===== src/hdl/itdm_pkg.sv =====
// Constants, register map and state encoding shared by the data mover design.
package itdm_pkg;

  // ****************************************************************
  // Register map of the bus slave, byte addresses.
  // ****************************************************************
  localparam logic [7:0]  ITDM_ACT_EN_OFS   = 8'h00;     // Activation enable bits, one per source.
  localparam logic [7:0]  ITDM_ACT_CTL_OFS  = 8'h04;     // Activation control byte, non-maskable seen flag.
  localparam logic [7:0]  ITDM_STATUS_OFS   = 8'h08;     // Engine status, read only.
  localparam logic [7:0]  ITDM_PEND_OFS     = 8'h0C;     // Pending activations, read only.
  localparam int          ITDM_NONMASKABLE_SEEN_FLAG_BIT     = 1;         // Position of the non-maskable seen flag.
  localparam logic [1:0]  ITDM_RESP_OKAY    = 2'h0;      // Normal bus answer.
  localparam logic [1:0]  ITDM_RESP_SLVERR  = 2'h2;      // Answer to an unmapped address.

  // ****************************************************************
  // Control data layout in system memory.
  // ****************************************************************
  localparam int          ITDM_NSETS        = 24;        // Number of control data sets.
  localparam logic [15:0] ITDM_CD_BASE      = 16'h2C40;  // First byte of set 0.
  localparam logic [15:0] ITDM_CD_LAST      = 16'h2CFF;  // Last byte of the control data area.
  localparam logic [4:0]  ITDM_LAST_SET     = 5'h17;     // Index of the last set.
  localparam int          ITDM_CD_CTL       = 0;         // Byte index of the control byte.
  localparam int          ITDM_CD_BLK       = 1;         // Byte index of the block size byte.
  localparam int          ITDM_CD_CNT       = 2;         // Byte index of the transfer count byte.
  localparam int          ITDM_CD_RLD       = 3;         // Byte index of the count reload byte.
  localparam int          ITDM_CD_SAR       = 4;         // Byte index of the source address, low byte first.
  localparam int          ITDM_CD_DAR       = 6;         // Byte index of the destination address, low byte first.
  localparam int          ITDM_MODE_BIT     = 0;         // 0 normal mode, 1 repeat mode.
  localparam int          ITDM_RSEL_BIT     = 1;         // 0 destination repeats, 1 source repeats.
  localparam int          ITDM_SINC_BIT     = 2;         // Source address increments when 1.
  localparam int          ITDM_DINC_BIT     = 3;         // Destination address increments when 1.
  localparam int          ITDM_CHAIN_BIT    = 4;         // Chain to the following set when 1.
  localparam int          ITDM_RINT_BIT     = 5;         // Repeat mode interrupt enable.

  // ****************************************************************
  // Engine states.
  // ****************************************************************
  typedef enum logic [2:0] {
    ITDM_IDLE  = 3'b000,
    ITDM_RD_CD = 3'b001,
    ITDM_MV_RD = 3'b010,
    ITDM_MV_WR = 3'b011,
    ITDM_WB    = 3'b100
  } itdm_state_e;

endpackage


===== src/hdl/itdm_data_mover.sv =====
// Interrupt triggered data mover with AXI4-Lite registers and a byte wide system bus master.
//
// Decided for this implementation: the address map and the AXI4-Lite register port.
`timescale 1ns/1ns
// Overview of operation
// - Shares system bus, wins over processor
// - 64 Kbyte addresses, one byte per move
// - Load set on activation, write back after
// - Working copy hidden; sets live in memory
// - Enabled source event starts a transfer
// - Normal mode ends on count one to zero
// - Repeat mode restores address, reloads count
// - Non repeat side follows its increment bit
// - Normal final transfer of the source's own set raises its interrupt
// - Repeat final interrupts only when enabled
// - Cleared enable bit stops further activation
// - Bit zero selects normal or repeat
// - Bit one selects which side repeats
// - Bits two, three fix or increment
// - Block size zero means 256 bytes
// - Transfer count zero means 256 transfers
// - Count drops by one per activation
// - Source address is full 16 bits
// - Chain bit continues with the next set, ignored on the last set
// - Interrupting final transfer clears the source enable
// - Non-maskable flag blocks new activations only
// - Activation ignores processor masking entirely
module itdm_data_mover
  import itdm_pkg::*;
#(
  parameter int NSRC = ITDM_NSETS  // Number of activation sources and sets.
) (
  input  wire logic              aclk,
  input  wire logic              aresetn,
  input  wire logic [7:0]        s_axi_awaddr,
  input  wire logic              s_axi_awvalid,
  output logic                   s_axi_awready,
  input  wire logic [31:0]       s_axi_wdata,
  input  wire logic [3:0]        s_axi_wstrb,
  input  wire logic              s_axi_wvalid,
  output logic                   s_axi_wready,
  output logic [1:0]             s_axi_bresp,
  output logic                   s_axi_bvalid,
  input  wire logic              s_axi_bready,
  input  wire logic [7:0]        s_axi_araddr,
  input  wire logic              s_axi_arvalid,
  output logic                   s_axi_arready,
  output logic [31:0]            s_axi_rdata,
  output logic [1:0]             s_axi_rresp,
  output logic                   s_axi_rvalid,
  input  wire logic              s_axi_rready,
  input  wire logic [NSRC-1:0]   act_event,
  input  wire logic              nmi_event,
  input  wire logic              cpu_bus_req,
  output logic                   cpu_bus_grant,
  output logic                   mem_req,
  output logic                   mem_we,
  output logic [15:0]            mem_addr,
  output logic [7:0]             mem_wdata,
  input  wire logic [7:0]        mem_rdata,
  input  wire logic              mem_ack,
  output logic [NSRC-1:0]        irq_req
);

  // ****************************************************************
  // State of the whole module.
  // ****************************************************************
  typedef struct packed {
    itdm_state_e      st;        // Engine state.
    logic [NSRC-1:0]  en;        // Activation enable bits.
    logic [NSRC-1:0]  pend;      // Latched activations awaiting service.
    logic             nonmaskable_seen_flag;      // Non-maskable seen flag.
    logic             nonmaskable_seen_flag_seen; // Flag was read as one since it last rose.
    logic [4:0]       set_idx;   // Set being worked on.
    logic [4:0]       src_idx;   // Source that started this activation.
    logic             first;     // Working on the first set of a chain.
    logic             fin;       // First set reached a final transfer that interrupts.
    logic [2:0]       k;         // Byte index within the control data.
    logic [8:0]       left;      // Bytes left in the current block.
    logic [7:0]       data;      // Byte held between read and write.
    logic [7:0][7:0]  cd;        // Working copy of the control data.
    logic             mreq;
    logic             mwe;
    logic [15:0]      maddr;
    logic [7:0]       mwdata;
    logic [NSRC-1:0]  irq;
    logic             grant;
    logic             aw_got;
    logic [7:0]       aw_addr;
    logic             w_got;
    logic [31:0]      wdata;
    logic [3:0]       wstrb;
    logic             awready;
    logic             wready;
    logic             bvalid;
    logic [1:0]       bresp;
    logic             arready;
    logic             rvalid;
    logic [31:0]      rdata;
    logic [1:0]       rresp;
  } itdm_state_s;

  itdm_state_s r_reg;  // Registered state.
  itdm_state_s r_next; // Next state.

  // Lowest pending index wins; index zero has the highest priority.
  function automatic logic [4:0] itdm_prio(input logic [NSRC-1:0] p);
    logic [4:0] idx;
    idx = 5'h00;
    for (int i = NSRC - 1; i >= 0; i--) begin
      if (p[i]) begin
        idx = 5'(i);
      end
    end
    return idx;
  endfunction

  // Address of byte k of a given set in the control data area.
  function automatic logic [15:0] itdm_cd_addr(input logic [4:0] s, input logic [2:0] k);
    return ITDM_CD_BASE + {8'h00, s, k};
  endfunction

  // ****************************************************************
  // Next state logic.
  // ****************************************************************
  always_comb begin
    logic [7:0]  ctl;
    logic [15:0] sar;
    logic [15:0] dar;
    logic [8:0]  blkn;
    logic [8:0]  rldn;
    logic [17:0] span;
    logic        rpt;
    logic        s_inc;
    logic        d_inc;
    logic        last;
    logic [7:0]  cnt_n;
    logic [31:0] rd;
    logic        hit;
    ctl    = r_reg.cd[ITDM_CD_CTL];
    sar    = {r_reg.cd[ITDM_CD_SAR+1], r_reg.cd[ITDM_CD_SAR]};
    dar    = {r_reg.cd[ITDM_CD_DAR+1], r_reg.cd[ITDM_CD_DAR]};
    blkn   = (r_reg.cd[ITDM_CD_BLK] == 8'h00) ? 9'h100 : {1'b0, r_reg.cd[ITDM_CD_BLK]};
    rldn   = (r_reg.cd[ITDM_CD_RLD] == 8'h00) ? 9'h100 : {1'b0, r_reg.cd[ITDM_CD_RLD]};
    span   = blkn * rldn;
    rpt    = ctl[ITDM_MODE_BIT];
    // The repeat side always walks its area; the other side obeys its own bit.
    s_inc  = (rpt && ctl[ITDM_RSEL_BIT]) ? 1'b1 : ctl[ITDM_SINC_BIT];
    d_inc  = (rpt && !ctl[ITDM_RSEL_BIT]) ? 1'b1 : ctl[ITDM_DINC_BIT];
    last   = (r_reg.cd[ITDM_CD_CNT] == 8'h01);
    cnt_n  = r_reg.cd[ITDM_CD_CNT] - 8'h01;
    rd     = 32'h0000_0000;
    hit    = 1'b1;
    r_next = r_reg;
    r_next.irq = '0;

    // ****************************************************************
    // Transfer engine.
    // ****************************************************************
    unique case (r_reg.st)
      ITDM_IDLE: begin
        // A single engine serves one source at a time, by priority.
        if (|r_reg.pend) begin
          r_next.set_idx = itdm_prio(r_reg.pend);
          r_next.src_idx = itdm_prio(r_reg.pend);
          r_next.pend[itdm_prio(r_reg.pend)] = 1'b0;
          r_next.first = 1'b1;
          r_next.fin = 1'b0;
          r_next.k = 3'h0;
          r_next.st = ITDM_RD_CD;
        end
      end
      ITDM_RD_CD: begin
        // Load the selected set into the hidden working copy, byte by byte.
        if (!r_reg.mreq) begin
          r_next.mreq = 1'b1;
          r_next.mwe = 1'b0;
          r_next.maddr = itdm_cd_addr(r_reg.set_idx, r_reg.k);
        end else if (mem_ack) begin
          r_next.mreq = 1'b0;
          r_next.cd[r_reg.k] = mem_rdata;
          r_next.k = r_reg.k + 3'h1;
          if (r_reg.k == 3'h7) begin
            r_next.st = ITDM_MV_RD;
            r_next.left = (r_next.cd[ITDM_CD_BLK] == 8'h00) ? 9'h100 : {1'b0, r_next.cd[ITDM_CD_BLK]};
          end
        end
      end
      ITDM_MV_RD: begin
        // Each move reads one byte from the source address.
        if (!r_reg.mreq) begin
          r_next.mreq = 1'b1;
          r_next.mwe = 1'b0;
          r_next.maddr = sar;
        end else if (mem_ack) begin
          r_next.mreq = 1'b0;
          r_next.data = mem_rdata;
          r_next.st = ITDM_MV_WR;
        end
      end
      ITDM_MV_WR: begin
        // Then writes it to the destination and steps the addresses.
        if (!r_reg.mreq) begin
          r_next.mreq = 1'b1;
          r_next.mwe = 1'b1;
          r_next.maddr = dar;
          r_next.mwdata = r_reg.data;
        end else if (mem_ack) begin
          r_next.mreq = 1'b0;
          sar = s_inc ? sar + 16'h0001 : sar;
          dar = d_inc ? dar + 16'h0001 : dar;
          r_next.left = r_reg.left - 9'h001;
          if (r_reg.left == 9'h001) begin
            // Block done: count the activation and look for the final one.
            r_next.cd[ITDM_CD_CNT] = cnt_n;
            if (last && rpt) begin
              // Wind the repeat side back and reload the count.
              if (ctl[ITDM_RSEL_BIT]) begin
                sar = sar - span[15:0];
              end else begin
                dar = dar - span[15:0];
              end
              r_next.cd[ITDM_CD_CNT] = r_reg.cd[ITDM_CD_RLD];
            end
            if (r_reg.first) begin
              r_next.fin = last && (!rpt || ctl[ITDM_RINT_BIT]);
            end
            r_next.k = 3'h0;
            r_next.st = ITDM_WB;
          end else begin
            r_next.st = ITDM_MV_RD;
          end
          r_next.cd[ITDM_CD_SAR]   = sar[7:0];
          r_next.cd[ITDM_CD_SAR+1] = sar[15:8];
          r_next.cd[ITDM_CD_DAR]   = dar[7:0];
          r_next.cd[ITDM_CD_DAR+1] = dar[15:8];
        end
      end
      ITDM_WB: begin
        // Write the updated working copy back into the same set.
        if (!r_reg.mreq) begin
          r_next.mreq = 1'b1;
          r_next.mwe = 1'b1;
          r_next.maddr = itdm_cd_addr(r_reg.set_idx, r_reg.k);
          r_next.mwdata = r_reg.cd[r_reg.k];
        end else if (mem_ack) begin
          r_next.mreq = 1'b0;
          r_next.k = r_reg.k + 3'h1;
          if (r_reg.k == 3'h7) begin
            // The interrupt goes out only after the final write back.
            if (r_reg.fin) begin
              r_next.irq[r_reg.src_idx] = 1'b1;
              r_next.en[r_reg.src_idx] = 1'b0;
              r_next.fin = 1'b0;
            end
            // A chain bit on the last set is ignored to stay inside the area.
            if (ctl[ITDM_CHAIN_BIT] && (r_reg.set_idx != ITDM_LAST_SET)) begin
              r_next.set_idx = r_reg.set_idx + 5'h01;
              r_next.first = 1'b0;
              r_next.st = ITDM_RD_CD;
            end else begin
              r_next.st = ITDM_IDLE;
            end
          end
        end
      end
    endcase

    // ****************************************************************
    // Register bus, write side.
    // ****************************************************************
    if (s_axi_awvalid && r_reg.awready) begin
      r_next.aw_got = 1'b1;
      r_next.aw_addr = s_axi_awaddr;
    end
    if (s_axi_wvalid && r_reg.wready) begin
      r_next.w_got = 1'b1;
      r_next.wdata = s_axi_wdata;
      r_next.wstrb = s_axi_wstrb;
    end
    if (r_reg.bvalid && s_axi_bready) begin
      r_next.bvalid = 1'b0;
    end
    // Software writes land after the engine, so a write wins a clash.
    if (r_reg.aw_got && r_reg.w_got && !r_reg.bvalid) begin
      r_next.aw_got = 1'b0;
      r_next.w_got = 1'b0;
      r_next.bvalid = 1'b1;
      r_next.bresp = ITDM_RESP_OKAY;
      unique case ({r_reg.aw_addr[7:2], 2'b00})
        ITDM_ACT_EN_OFS: begin
          for (int b = 0; b < NSRC; b++) begin
            if (r_reg.wstrb[b/8]) begin
              r_next.en[b] = r_reg.wdata[b];
            end
          end
        end
        ITDM_ACT_CTL_OFS: begin
          // Flag clears only by writing zero after it was read as one.
          if (r_reg.wstrb[0] && !r_reg.wdata[ITDM_NONMASKABLE_SEEN_FLAG_BIT] && r_reg.nonmaskable_seen_flag_seen) begin
            r_next.nonmaskable_seen_flag = 1'b0;
            r_next.nonmaskable_seen_flag_seen = 1'b0;
          end
        end
        ITDM_STATUS_OFS, ITDM_PEND_OFS: begin
          r_next.bresp = ITDM_RESP_OKAY;
        end
        default: begin
          r_next.bresp = ITDM_RESP_SLVERR;
        end
      endcase
    end

    // ****************************************************************
    // Register bus, read side.
    // ****************************************************************
    unique case ({s_axi_araddr[7:2], 2'b00})
      ITDM_ACT_EN_OFS:  rd = 32'(r_reg.en);
      ITDM_ACT_CTL_OFS: rd = {30'h0000_0000, r_reg.nonmaskable_seen_flag, 1'b0};
      ITDM_STATUS_OFS:  rd = {16'h0000, 3'h0, r_reg.set_idx, 5'h00, r_reg.st};
      ITDM_PEND_OFS:    rd = 32'(r_reg.pend);
      default:          hit = 1'b0;
    endcase
    if (r_reg.rvalid && s_axi_rready) begin
      r_next.rvalid = 1'b0;
    end
    if (s_axi_arvalid && r_reg.arready) begin
      r_next.rvalid = 1'b1;
      r_next.rdata = rd;
      r_next.rresp = hit ? ITDM_RESP_OKAY : ITDM_RESP_SLVERR;
      if (({s_axi_araddr[7:2], 2'b00} == ITDM_ACT_CTL_OFS) && r_reg.nonmaskable_seen_flag) begin
        r_next.nonmaskable_seen_flag_seen = 1'b1;
      end
    end

    // ****************************************************************
    // Event capture; a rising event wins over any clear this cycle.
    // ****************************************************************
    if (nmi_event) begin
      r_next.nonmaskable_seen_flag = 1'b1;
      r_next.nonmaskable_seen_flag_seen = 1'b0;
    end
    for (int i = 0; i < NSRC; i++) begin
      // Only the enable and the flag gate activation, never CPU masking.
      if (act_event[i] && r_reg.en[i] && !r_reg.nonmaskable_seen_flag) begin
        r_next.pend[i] = 1'b1;
      end
    end

    // Ready flags follow the held halves so every bus output is a flop.
    r_next.awready = !r_next.aw_got && !r_next.bvalid;
    r_next.wready  = !r_next.w_got && !r_next.bvalid;
    r_next.arready = !r_next.rvalid;
    // The processor gets the bus only while the engine wants none of it.
    r_next.grant = cpu_bus_req && (r_next.st == ITDM_IDLE) && !(|r_next.pend);
  end

  // ****************************************************************
  // State register with synchronous reset.
  // ****************************************************************
  always_ff @(posedge aclk) begin
    if (!aresetn) begin
      r_reg <= '0;
      r_reg.st <= ITDM_IDLE;
    end else begin
      r_reg <= r_next;
    end
  end

  // Outputs straight from the state register.
  assign s_axi_awready = r_reg.awready;
  assign s_axi_wready  = r_reg.wready;
  assign s_axi_bvalid  = r_reg.bvalid;
  assign s_axi_bresp   = r_reg.bresp;
  assign s_axi_arready = r_reg.arready;
  assign s_axi_rvalid  = r_reg.rvalid;
  assign s_axi_rdata   = r_reg.rdata;
  assign s_axi_rresp   = r_reg.rresp;
  assign cpu_bus_grant = r_reg.grant;
  assign mem_req       = r_reg.mreq;
  assign mem_we        = r_reg.mwe;
  assign mem_addr      = r_reg.maddr;
  assign mem_wdata     = r_reg.mwdata;
  assign irq_req       = r_reg.irq;

endmodule


===== config.mk =====
export PLATFORM = sky130hd
export DESIGN_NAME = itdm_data_mover
export DESIGN_NICKNAME = d
export VERILOG_FILES = /design/src/hdl/itdm_pkg.sv /design/src/hdl/itdm_data_mover.sv
export SDC_FILE = /design/constraint.sdc
export NUM_CORES = 1
export LEC_CHECK = 0
export ABC_AREA = 1
export BUFFER_PORTS_ARGS = -buffer_cell sky130_fd_sc_hd__buf_2
export CAP_MARGIN = 5
export CORE_ASPECT_RATIO = 0.8
export CORE_MARGIN = 1.5
export CORE_UTILIZATION = 53
export CTS_CLUSTER_SIZE = 25
export DETAILED_ROUTE_END_ITERATION = 10
export HOLD_SLACK_MARGIN = 0.03
export PLACE_DENSITY_LB_ADDON = 0.25
export SETUP_SLACK_MARGIN = 0.1
export SKIP_CTS_REPAIR_TIMING = 1
export SLEW_MARGIN = 30
export SYNTH_ARGS = -nofsm -noshare
export SYNTH_HDL_FRONTEND = slang
export SYNTH_SLANG_ARGS = --single-unit

===== constraint.sdc =====
create_clock -name aclk -period 6.83 [get_ports aclk]
set_input_delay 0.683 -clock aclk [delete_from_list [all_inputs] [get_ports aclk]]
set_output_delay 0.683 -clock aclk [all_outputs]
set_load 0.1 [all_outputs]

### Word-level counts from Yosys, hierarchy flattened

Index checks and enable logic that the tools add are counted.

| operators by class | value |
|---|---|
| reduce and logical (&&, ||, !) cells | 115 |
| mux-type cells | 174 |
| $lt $le $gt $ge | 6 |
| multipliers | 1 |
| bitwise operators | 5 |
| equal/unequal tests | 30 |
| add/sub/neg operators | 9 |

Operator list:

| operator | number |
|---|---|
| $mux W5 | 32 |
| $mux W24 | 6 |
| $mux W16 | 8 |
| $pmux W24 S4 | 1 |
| $mux W27 | 3 |
| $pmux W18 S4 | 1 |
| $logic_and A1 B1 Y1 | 70 |
| $mux W1 | 65 |
| $mux W65 | 1 |
| $bwmux W64 | 1 |
| $mux W32 | 2 |
| $mux W64 | 1 |
| $pmux W32 S2 | 1 |
| $mux W25 | 2 |
| $and A24 B24 Y24 | 2 |
| $mux W8 | 6 |
| $not A24 Y24 | 2 |
| $reduce_or A24 Y1 | 2 |
| $mux W9 | 5 |
| $mux W37 | 1 |
| $mux W35 | 1 |
| $mux W17 | 2 |
| $add A16 B1 Y16 const B | 2 |
| $ne A2 B2 Y1 const B | 16 |
| 51 further kinds | 107 |

| storage, ports and cells | value |
|---|---|
| output and inout port bits | 92 |
| input bits | 94 |
| register bits | 287 |
| logic and storage cells | 379 |

### Longest topological paths before layout

Gate-level depths: netlist of the first run.

| logic depth | value |
|---|---|
| depth in word-level cells | 38 |
| gate-level depth with buffers | 34 |
| gate-level depth less buffers | 33 |

### Worst setup path before layout of the first run

No wires, ideal clock.

| path | value |
|---|---|
| path type | flip-flop to flip-flop |
| from | register r_reg[164] in the netlist's numbering |
| to | register r_reg[201] in the netlist's numbering |
| cell stages (with the launch flop) | 32 |
| clock period less this slack | 5.724 ns |
| setup time | 0.122 ns |
| path buffers | 1 |
| arrival time | 5.602 ns |
| setup slack | 1.106 ns |
| data required time | 6.708 ns |
| cell sequence | dfxtp_1 -> clkbuf_1 -> nand2_1 -> fa_1 -> inv_1 -> fa_1 -> inv_1 -> fa_1 -> fa_1 -> inv_1 -> ha_1 -> nand2_1 -> o21ai_0 -> a21oi_1 -> o21bai_1 -> a21oi_1 -> o21bai_1 -> xnor2_1 -> ha_1 -> nand2_1 -> nor2_1 -> inv_1 -> o221ai_1 -> a21oi_1 -> nand2_1 -> a21oi_2 -> inv_1 -> nand2_1 -> nand3_2 -> or2_1 -> nand3_2 -> a21oi_2 |

| between the ends | value |
|---|---|
| word-level cells in the longest chain between the ends | 10 |

Ends and longest elaborated chain:

| item | line | source |
|---|---|---|
| start, declared | itdm_data_mover.sv:103 | `itdm_state_s r_reg;` |
| start signal, assigned | itdm_data_mover.sv:366 | `r_reg <= r_next;` |
| $logic_not A8 Y1 | itdm_data_mover.sv:144 | `rldn = (r_reg.cd[ITDM_CD_RLD] == 8'h00) ? 9'h100 : {1'b0, r_reg.cd[ITDM_CD_RLD]};` |
| $mux W9 (*) | itdm_data_mover.sv:144 |  |
| $mul A9 B9 Y16 (*) | itdm_data_mover.sv:145 | `span = blkn * rldn;` |
| $sub A16 B16 Y16 (*) | itdm_data_mover.sv:221 | `dar = dar - span[15:0];` |
| $mux W16 (*) | itdm_data_mover.sv:218 | `if (ctl[ITDM_RSEL_BIT]) begin` |
| $mux W16 (*) | itdm_data_mover.sv:216 | `if (last && rpt) begin` |
| $mux W16 (*) | itdm_data_mover.sv:213 | `if (r_reg.left == 9'h001) begin` |
| $mux W32 (*) | itdm_data_mover.sv:208 | `end else if (mem_ack) begin` |
| $mux W32 (*) | itdm_data_mover.sv:203 | `if (!r_reg.mreq) begin` |
| $pmux W32 S2 (*) | itdm_data_mover.sv:160 | `unique case (r_reg.st)` |

Every way passes the cells marked *; elsewhere a longest branch is shown, timed or not. The select of a mux whose other input is x is not followed.
A chain may end at the register's enable or synchronous reset.

### Worst setup path after layout of the first run

Ends and elaborated chain as after synthesis.

==> flow_metrics.py, run 1 <==
metrics = {
    "status": {
        "outcome": "completed",
    },
    "layout": {
        "fillers": 3098,
        "largest_reg_flops": 184,
        "syn_to_final_growth_pct": 8.21,
        "nets": 2734,
        "drive_above_1_share_pct": 11.1,
        "multi_input_comb_area_mm2": 0.00979,
        "final_area_mm2": 0.0189,
        "seqCellArea_mm2": 0.00533,
    },
    "synth": {
        "synthArstFlopShare_pct": 0,
        "netlist_top_cells_area": "dfxtp_1, nand2_1, a21oi_1",
        "netlist_area_mm2": 0.0175,
        "synth_cell_types": 59,
        "synthAdderAreaFrac_pct": 10.9,
        "synth.area.mux_share_pct": 0,
        "synthXorXnorAreaFrac_pct": 3.10,
        "yosysSeqAreaShare_pct": 30.5,
        "yosysTopAreaCellShare_pct": 30.5,
        "synthSimpleGateAreaFrac_pct": 20.5,
        "yosysWarnings": 0,
        "synth_ff_type": "dfxtp_1",
        "yosys.area.top_type": "dfxtp_1",
        "synthCells": 2484,
        "synth_edf_count": 0,
        "synth_compound_area_share_pct": 21.2,
        "synth_common_cells": "nand2_1, inv_1, dfxtp_1",
        "syn_avg_cell_area_um2": 7.03,
        "synth_top_family_by_area": "compound AO/OA/AOI/OAI gates",
        "synth.ff_latch_count": 266,
        "synth_most_common_cell": "nand2_1",
    },
    "sta": {
        "rsz0062_at_grt": "false",
        "period_share_pct": 93.5,
        "tns_ns": 0,
        "final_hold_viol_count": 0,
        "report.final.slew_viol_count": 0,
        "max_slew_margin_pct": 35.4,
        "fin_crit_ns": 6.38,
        "maxClockFrequency_mhz": 157,
        "setup_violations": 0,
        "tightest_slew_ns": 0.960,
        "final.setup_skew_ns": 0.0131,
    },
    "grt": {
        "grt_pass1_vias": 15400,
        "antenna_found_initial": 2,
        "grt_max_degree": 106,
        "grt_usage_pct": 32.6,
        "gr-total-overflow": 0,
        "grt_pass1_wl_um": 86000,
    },
    "critical_path": {
        "crit_path_start_kind": "flip-flop",
        "r2r_setup_slack_ns": 0.45,
        "cpMostUsedCell": "inv_1",
        "crit_type": "reg -> reg",
        "cp_slowest_cell": "fa_1",
        "required_ns": 7.27,
        "reg2reg_to": "r_reg[201]$_SDFFE_PN0P_",
        "crit_family": "adder cells",
        "reg2reg_from": "r_reg[164]$_SDFFE_PN0P_",
        "end_kind": "flip-flop",
        "crit_buf_inv": 5,
        "cp_num_cells": 31,
        "reg2reg_depth": 31,
        "cp.arrival_ns": 6.82,
        "crit_fanout": 13,
        "critical_path.startpoint": "r_reg[164]$_SDFFE_PN0P_",
        "slowest_delay_ns": 0.54,
    },
    "routing": {
        "first_pass_iters": 6,
        "antenna_left": 0,
        "drcViolationCount": 0,
        "finalWirelength_um": 56700,
        "drt_iter0_drc": 1726,
        "avgViaCountPerCell": 5.78,
        "wl_per_cell_um": 19.1,
        "routed-via-count": 17100,
    },
    "floorplan": {
        "core_mm2": 0.0325,
        "die_h_um": 165,
        "ioPinCount": 186,
        "dieWidth_um": 206,
        "initial_core_util_pct": 53.8,
        "die_area_mm2": 0.0340,
        "rows": 59,
    },
    "placed_design": {
        "dp.final_hpwl_um": 43200,
        "postPlaceCellArea_mm2": 0.0180,
        "portBuffers": 162,
        "place_congestion": 1.02,
    },
    "min_path": {
        "hp-class": "in -> reg",
        "min_to": "r_reg[234]$_SDFF_PP0_",
        "min_from": "nmi_event",
        "hold_path_depth": 2,
    },
    "clock_network": {
        "root_buffer": "clkbuf_16",
        "cts_inserted_buffers": 26,
        "htreeDepth": 1,
        "clk_pin_slew_ns": 0.07,
        "cts.sinks": 266,
        "cts_buffer_depth": 3,
        "cts_tree": "done",
        "clock_latency_ns": 0.55,
    },
    "run": {
        "cap_violations": 0,
    },
    "power_and_ir_drop": {
        "ir_drop_mv": 0.211,
        "power.density_mw_per_mm2": 200,
        "leakagePower_nw": 8.73,
    },
}
metal layers:
layer	vias up	track usage, %	part of all wire, %
met4	2	7.41	2.2
met1	8012	49.8	47
li1	8199	-	-
met3	96	9.07	12
met5	-	0	0.018
met2	817	44.6	39
report_power, final:
| group | switching, W | internal, W | leakage (nW) | total (W) |
|---|---|---|---|---|
| sequential | 0.0000438 | 0.00160 | 2.15 | 0.00165 |
| clock | 0.000648 | 0.000928 | 0.445 | 0.00158 |
| combinational | 0.000434 | 0.000117 | 6.13 | 0.000551 |
| total | 0.00113 | 0.00265 | 8.73 | 0.00378 |
placed cells by master (no fill, tap or decap), types with 10 or more instances in the layout:
master / synthesis / final
nand2_1: 423 / 423
inv_1: 335 / 335
dfxtp_1: 266 / 262
a21oi_1: 256 / 256
nor2_1: 259 / 255
o21ai_0: 215 / 215
buf_2: 5 / 161
nand3_1: 70 / 70
ha_1: 70 / 70
fa_1: 51 / 51
xor2_1: 48 / 48
a211oi_1: 31 / 31
nand4_1: 28 / 28
o211ai_1: 28 / 28
a221oi_1: 27 / 27
clkbuf_16: 0 / 26
buf_4: 85 / 24
nor3_1: 20 / 19
a22oi_1: 18 / 18
nor4_1: 16 / 15
a31oi_1: 15 / 15
xnor2_1: 12 / 12
o22ai_1: 10 / 10
conb_1: 1 / 10
through the flow:
step	cells	utilization (%)	total power, W	setup WS [ns]	hold slack, ns
2_1_floorplan	2493	-	0.00212	1.11	0.427
3_3_place_gp	2918	55.3	0.00221	0.525	0.440
5_1_grt	2965	58.2	0.00390	0.107	0.305
3_5_place_dp	2918	55.3	0.00222	0.451	0.450
6_report	2965	58.2	0.00378	0.447	0.310
4_1_cts	2964	58.1	0.00377	0.418	0.292
kinds of logic after synthesis:
logic type      after synthesis
other cells                   1
simple gates                852
compound gates              646
buf+inv                     537
flops                       266
fa+ha+maj                   121
xor+xnor                     61
cell type report:
cell class	instances	share of cell area (%)
well taps	427	2.83
multi-input cells	1690	51.8
flip-flops and latches	266	28.2
clock inverters	11	1.08
repair buffers	185	5.22
diodes	1	0.0132
inverters	350	7.03
clock buffers	35	3.78
worst max path at each step:
stage | endpoint
final | r_reg[201]$_SDFFE_PN0P_
after global routing | r_reg[201]$_SDFFE_PN0P_
after CTS | r_reg[201]$_SDFFE_PN0P_
after global placement | r_reg[201]$_SDFFE_PN0P_
after floorplan | r_reg[201]$_SDFFE_PN0P_
after detailed placement | r_reg[201]$_SDFFE_PN0P_
Power figures use the tool's default switching activity.
==> run 2: changes to the inputs <==
--- a/config.mk
+++ b/config.mk
@@ -11,6 +11,7 @@
 export CORE_ASPECT_RATIO = 0.8
 export CORE_MARGIN = 1.5
 export CORE_UTILIZATION = 53
+export CTS_BUF_LIST = sky130_fd_sc_hd__clkbuf_8
 export CTS_CLUSTER_SIZE = 25
 export DETAILED_ROUTE_END_ITERATION = 10
 export HOLD_SLACK_MARGIN = 0.03
==> flow_metrics.py, run 2 (synthesis gave the netlist of run 1 again) <==
metrics = {
    "layout": {
        "largest_reg_flops": 184,
        "syn_to_final_growth_pct": 7.83,
        "multi_input_comb_area_mm2": 0.00979,
        "instances_no_fill": 2991,
        "final_common_cell": "nand2_1",
        "drive_above_1_share_pct": 11.7,
        "nets": 2749,
        "final_core_util_pct": 58.0,
        "fillers": 3140,
        "layout_common_cells": "nand2_1, inv_1, dfxtp_1",
        "seqCellArea_mm2": 0.00533,
    },
    "power_and_ir_drop": {
        "totalPowerFinal_w": 0.00361,
        "ir_drop_mv": 0.182,
        "leakagePower_nw": 8.76,
        "power.density_mw_per_mm2": 192,
    },
    "placed_design": {
        "portBuffers": 162,
        "place_congestion": 1.02,
        "dp.final_hpwl_um": 43200,
        "dpl.cell_count": 2918,
        "pre_cts_ws_ns": 0.451,
    },
    "critical_path": {
        "crit_type": "reg -> reg",
        "end_kind": "flip-flop",
        "cp_slowest_cell": "fa_1",
        "slowest_delay_ns": 0.52,
        "cp.arrival_ns": 6.85,
        "crit_fanout": 11,
        "crit_path_start_kind": "flip-flop",
        "cpMostUsedCell": "inv_1",
        "required_ns": 7.30,
    },
    "status": {
        "outcome": "completed",
    },
    "sta": {
        "period_share_pct": 93.5,
        "tns_ns": 0,
        "setup_ws_ns": 0.446,
        "rsz0062_at_grt": "false",
        "report.final.slew_viol_count": 0,
        "tightest_slew_ns": 0.923,
        "final_hold_viol_count": 0,
        "final.setup_skew_ns": 0.0165,
        "fin_crit_ns": 6.38,
        "maxClockFrequency_mhz": 157,
        "max_slew_margin_pct": 38.2,
        "setup_violations": 0,
    },
    "routing": {
        "drcViolationCount": 0,
        "wl_per_cell_um": 18.9,
        "routed-via-count": 17100,
        "drt_iter0_drc": 1787,
        "avgViaCountPerCell": 5.72,
        "antenna_left": 0,
        "finalWirelength_um": 56600,
        "first_pass_iters": 6,
    },
    "clock_network": {
        "cts_tree": "done",
        "clock_latency_ns": 0.58,
        "cts.sinks": 266,
        "root_buffer": "clkbuf_8",
        "cts_buffer_depth": 3,
        "cts_inserted_buffers": 41,
        "clk_pin_slew_ns": 0.06,
        "htreeDepth": 2,
    },
    "grt": {
        "grt_pass1_wl_um": 85700,
        "gr-total-overflow": 0,
        "antenna_found_initial": 3,
        "grt_pass1_vias": 15400,
        "grt_max_degree": 106,
        "grt_usage_pct": 32.6,
    },
    "floorplan": {
        "dieWidth_um": 206,
        "rows": 59,
        "core_mm2": 0.0325,
        "die_area_mm2": 0.0340,
        "ioPinCount": 186,
        "die_h_um": 165,
        "initial_core_util_pct": 53.8,
    },
    "min_path": {
        "hp-class": "in -> reg",
    },
    "run": {
        "cap_violations": 0,
    },
}
run 2: changes by cell type in the layout (fill, tap and decap cells not counted), sizes merged:
| cell | previous run | this run |
|---|---|---|
| bufinv | 5 | 2 |
| clkbuf | 35 | 51 |
| clkinv | 10 | 7 |
| clkinvlp | 1 | 2 |
| diode | 1 | 2 |
| inv | 345 | 359 |
run 2: final timing paths:
check                           slack, ns                       to  cells past startpoint                    start
worst min register to register       0.46    r_reg[268]$_SDFF_PN0_                      2   r_reg[53]$_SDFFE_PN0P_
worst min-delay path                 0.30    r_reg[234]$_SDFF_PP0_                      2                nmi_event
worst max-delay path                 0.45  r_reg[201]$_SDFFE_PN0P_                     31  r_reg[150]$_SDFFE_PN0P_
worst max register to register       0.45  r_reg[201]$_SDFFE_PN0P_                     31  r_reg[150]$_SDFFE_PN0P_
run 2: layer usage:
| layer | track usage, % | share of wire, % | routed length [um] |
|---|---|---|---|
| met5 | 0 | 0.018 | 10 |
| met4 | 8.96 | 2.3 | 1290 |
| met3 | 9.73 | 12 | 6750 |
| met2 | 43.4 | 39 | 22000 |
| met1 | 49.8 | 47 | 26600 |
run 2: report_power, final:
group | switching, W | internal (W)
combinational | 0.000433 | 0.000117
clock | 0.000658 | 0.000751
sequential | 0.0000433 | 0.00161
total | 0.00113 | 0.00247
run 2: final cells by class:
cell class              instances  area share [%]
clock buffers                  51            3.73
flip-flops and latches        266            28.3
clock inverters                20           0.778
well taps                     427            2.84
inverters                     350            7.05
multi-input cells            1690            52.0
diodes                          2          0.0266
repair buffers                185            5.24
run 2: metrics by stage:
stage / area, um^2 / hold WS (ns)
6_report: 18800 / 0.297
5_1_grt: 18800 / 0.278
2_1_floorplan: 17500 / 0.427
3_5_place_dp: 18000 / 0.450
4_1_cts: 18800 / 0.261
3_3_place_gp: 18000 / 0.440
run 2: worst max-delay path, delay by kind of cell, from the launching register on:
kind,cells,cell delay (ns)
and+or+nand+nor,10,1.19
AOI/OAI and AO/OA,8,1.16
DFF,1,0.47
xor gates and xnor gates,1,0.34
buffers and inverters,6,0.49
adders and majority gates,6,2.62
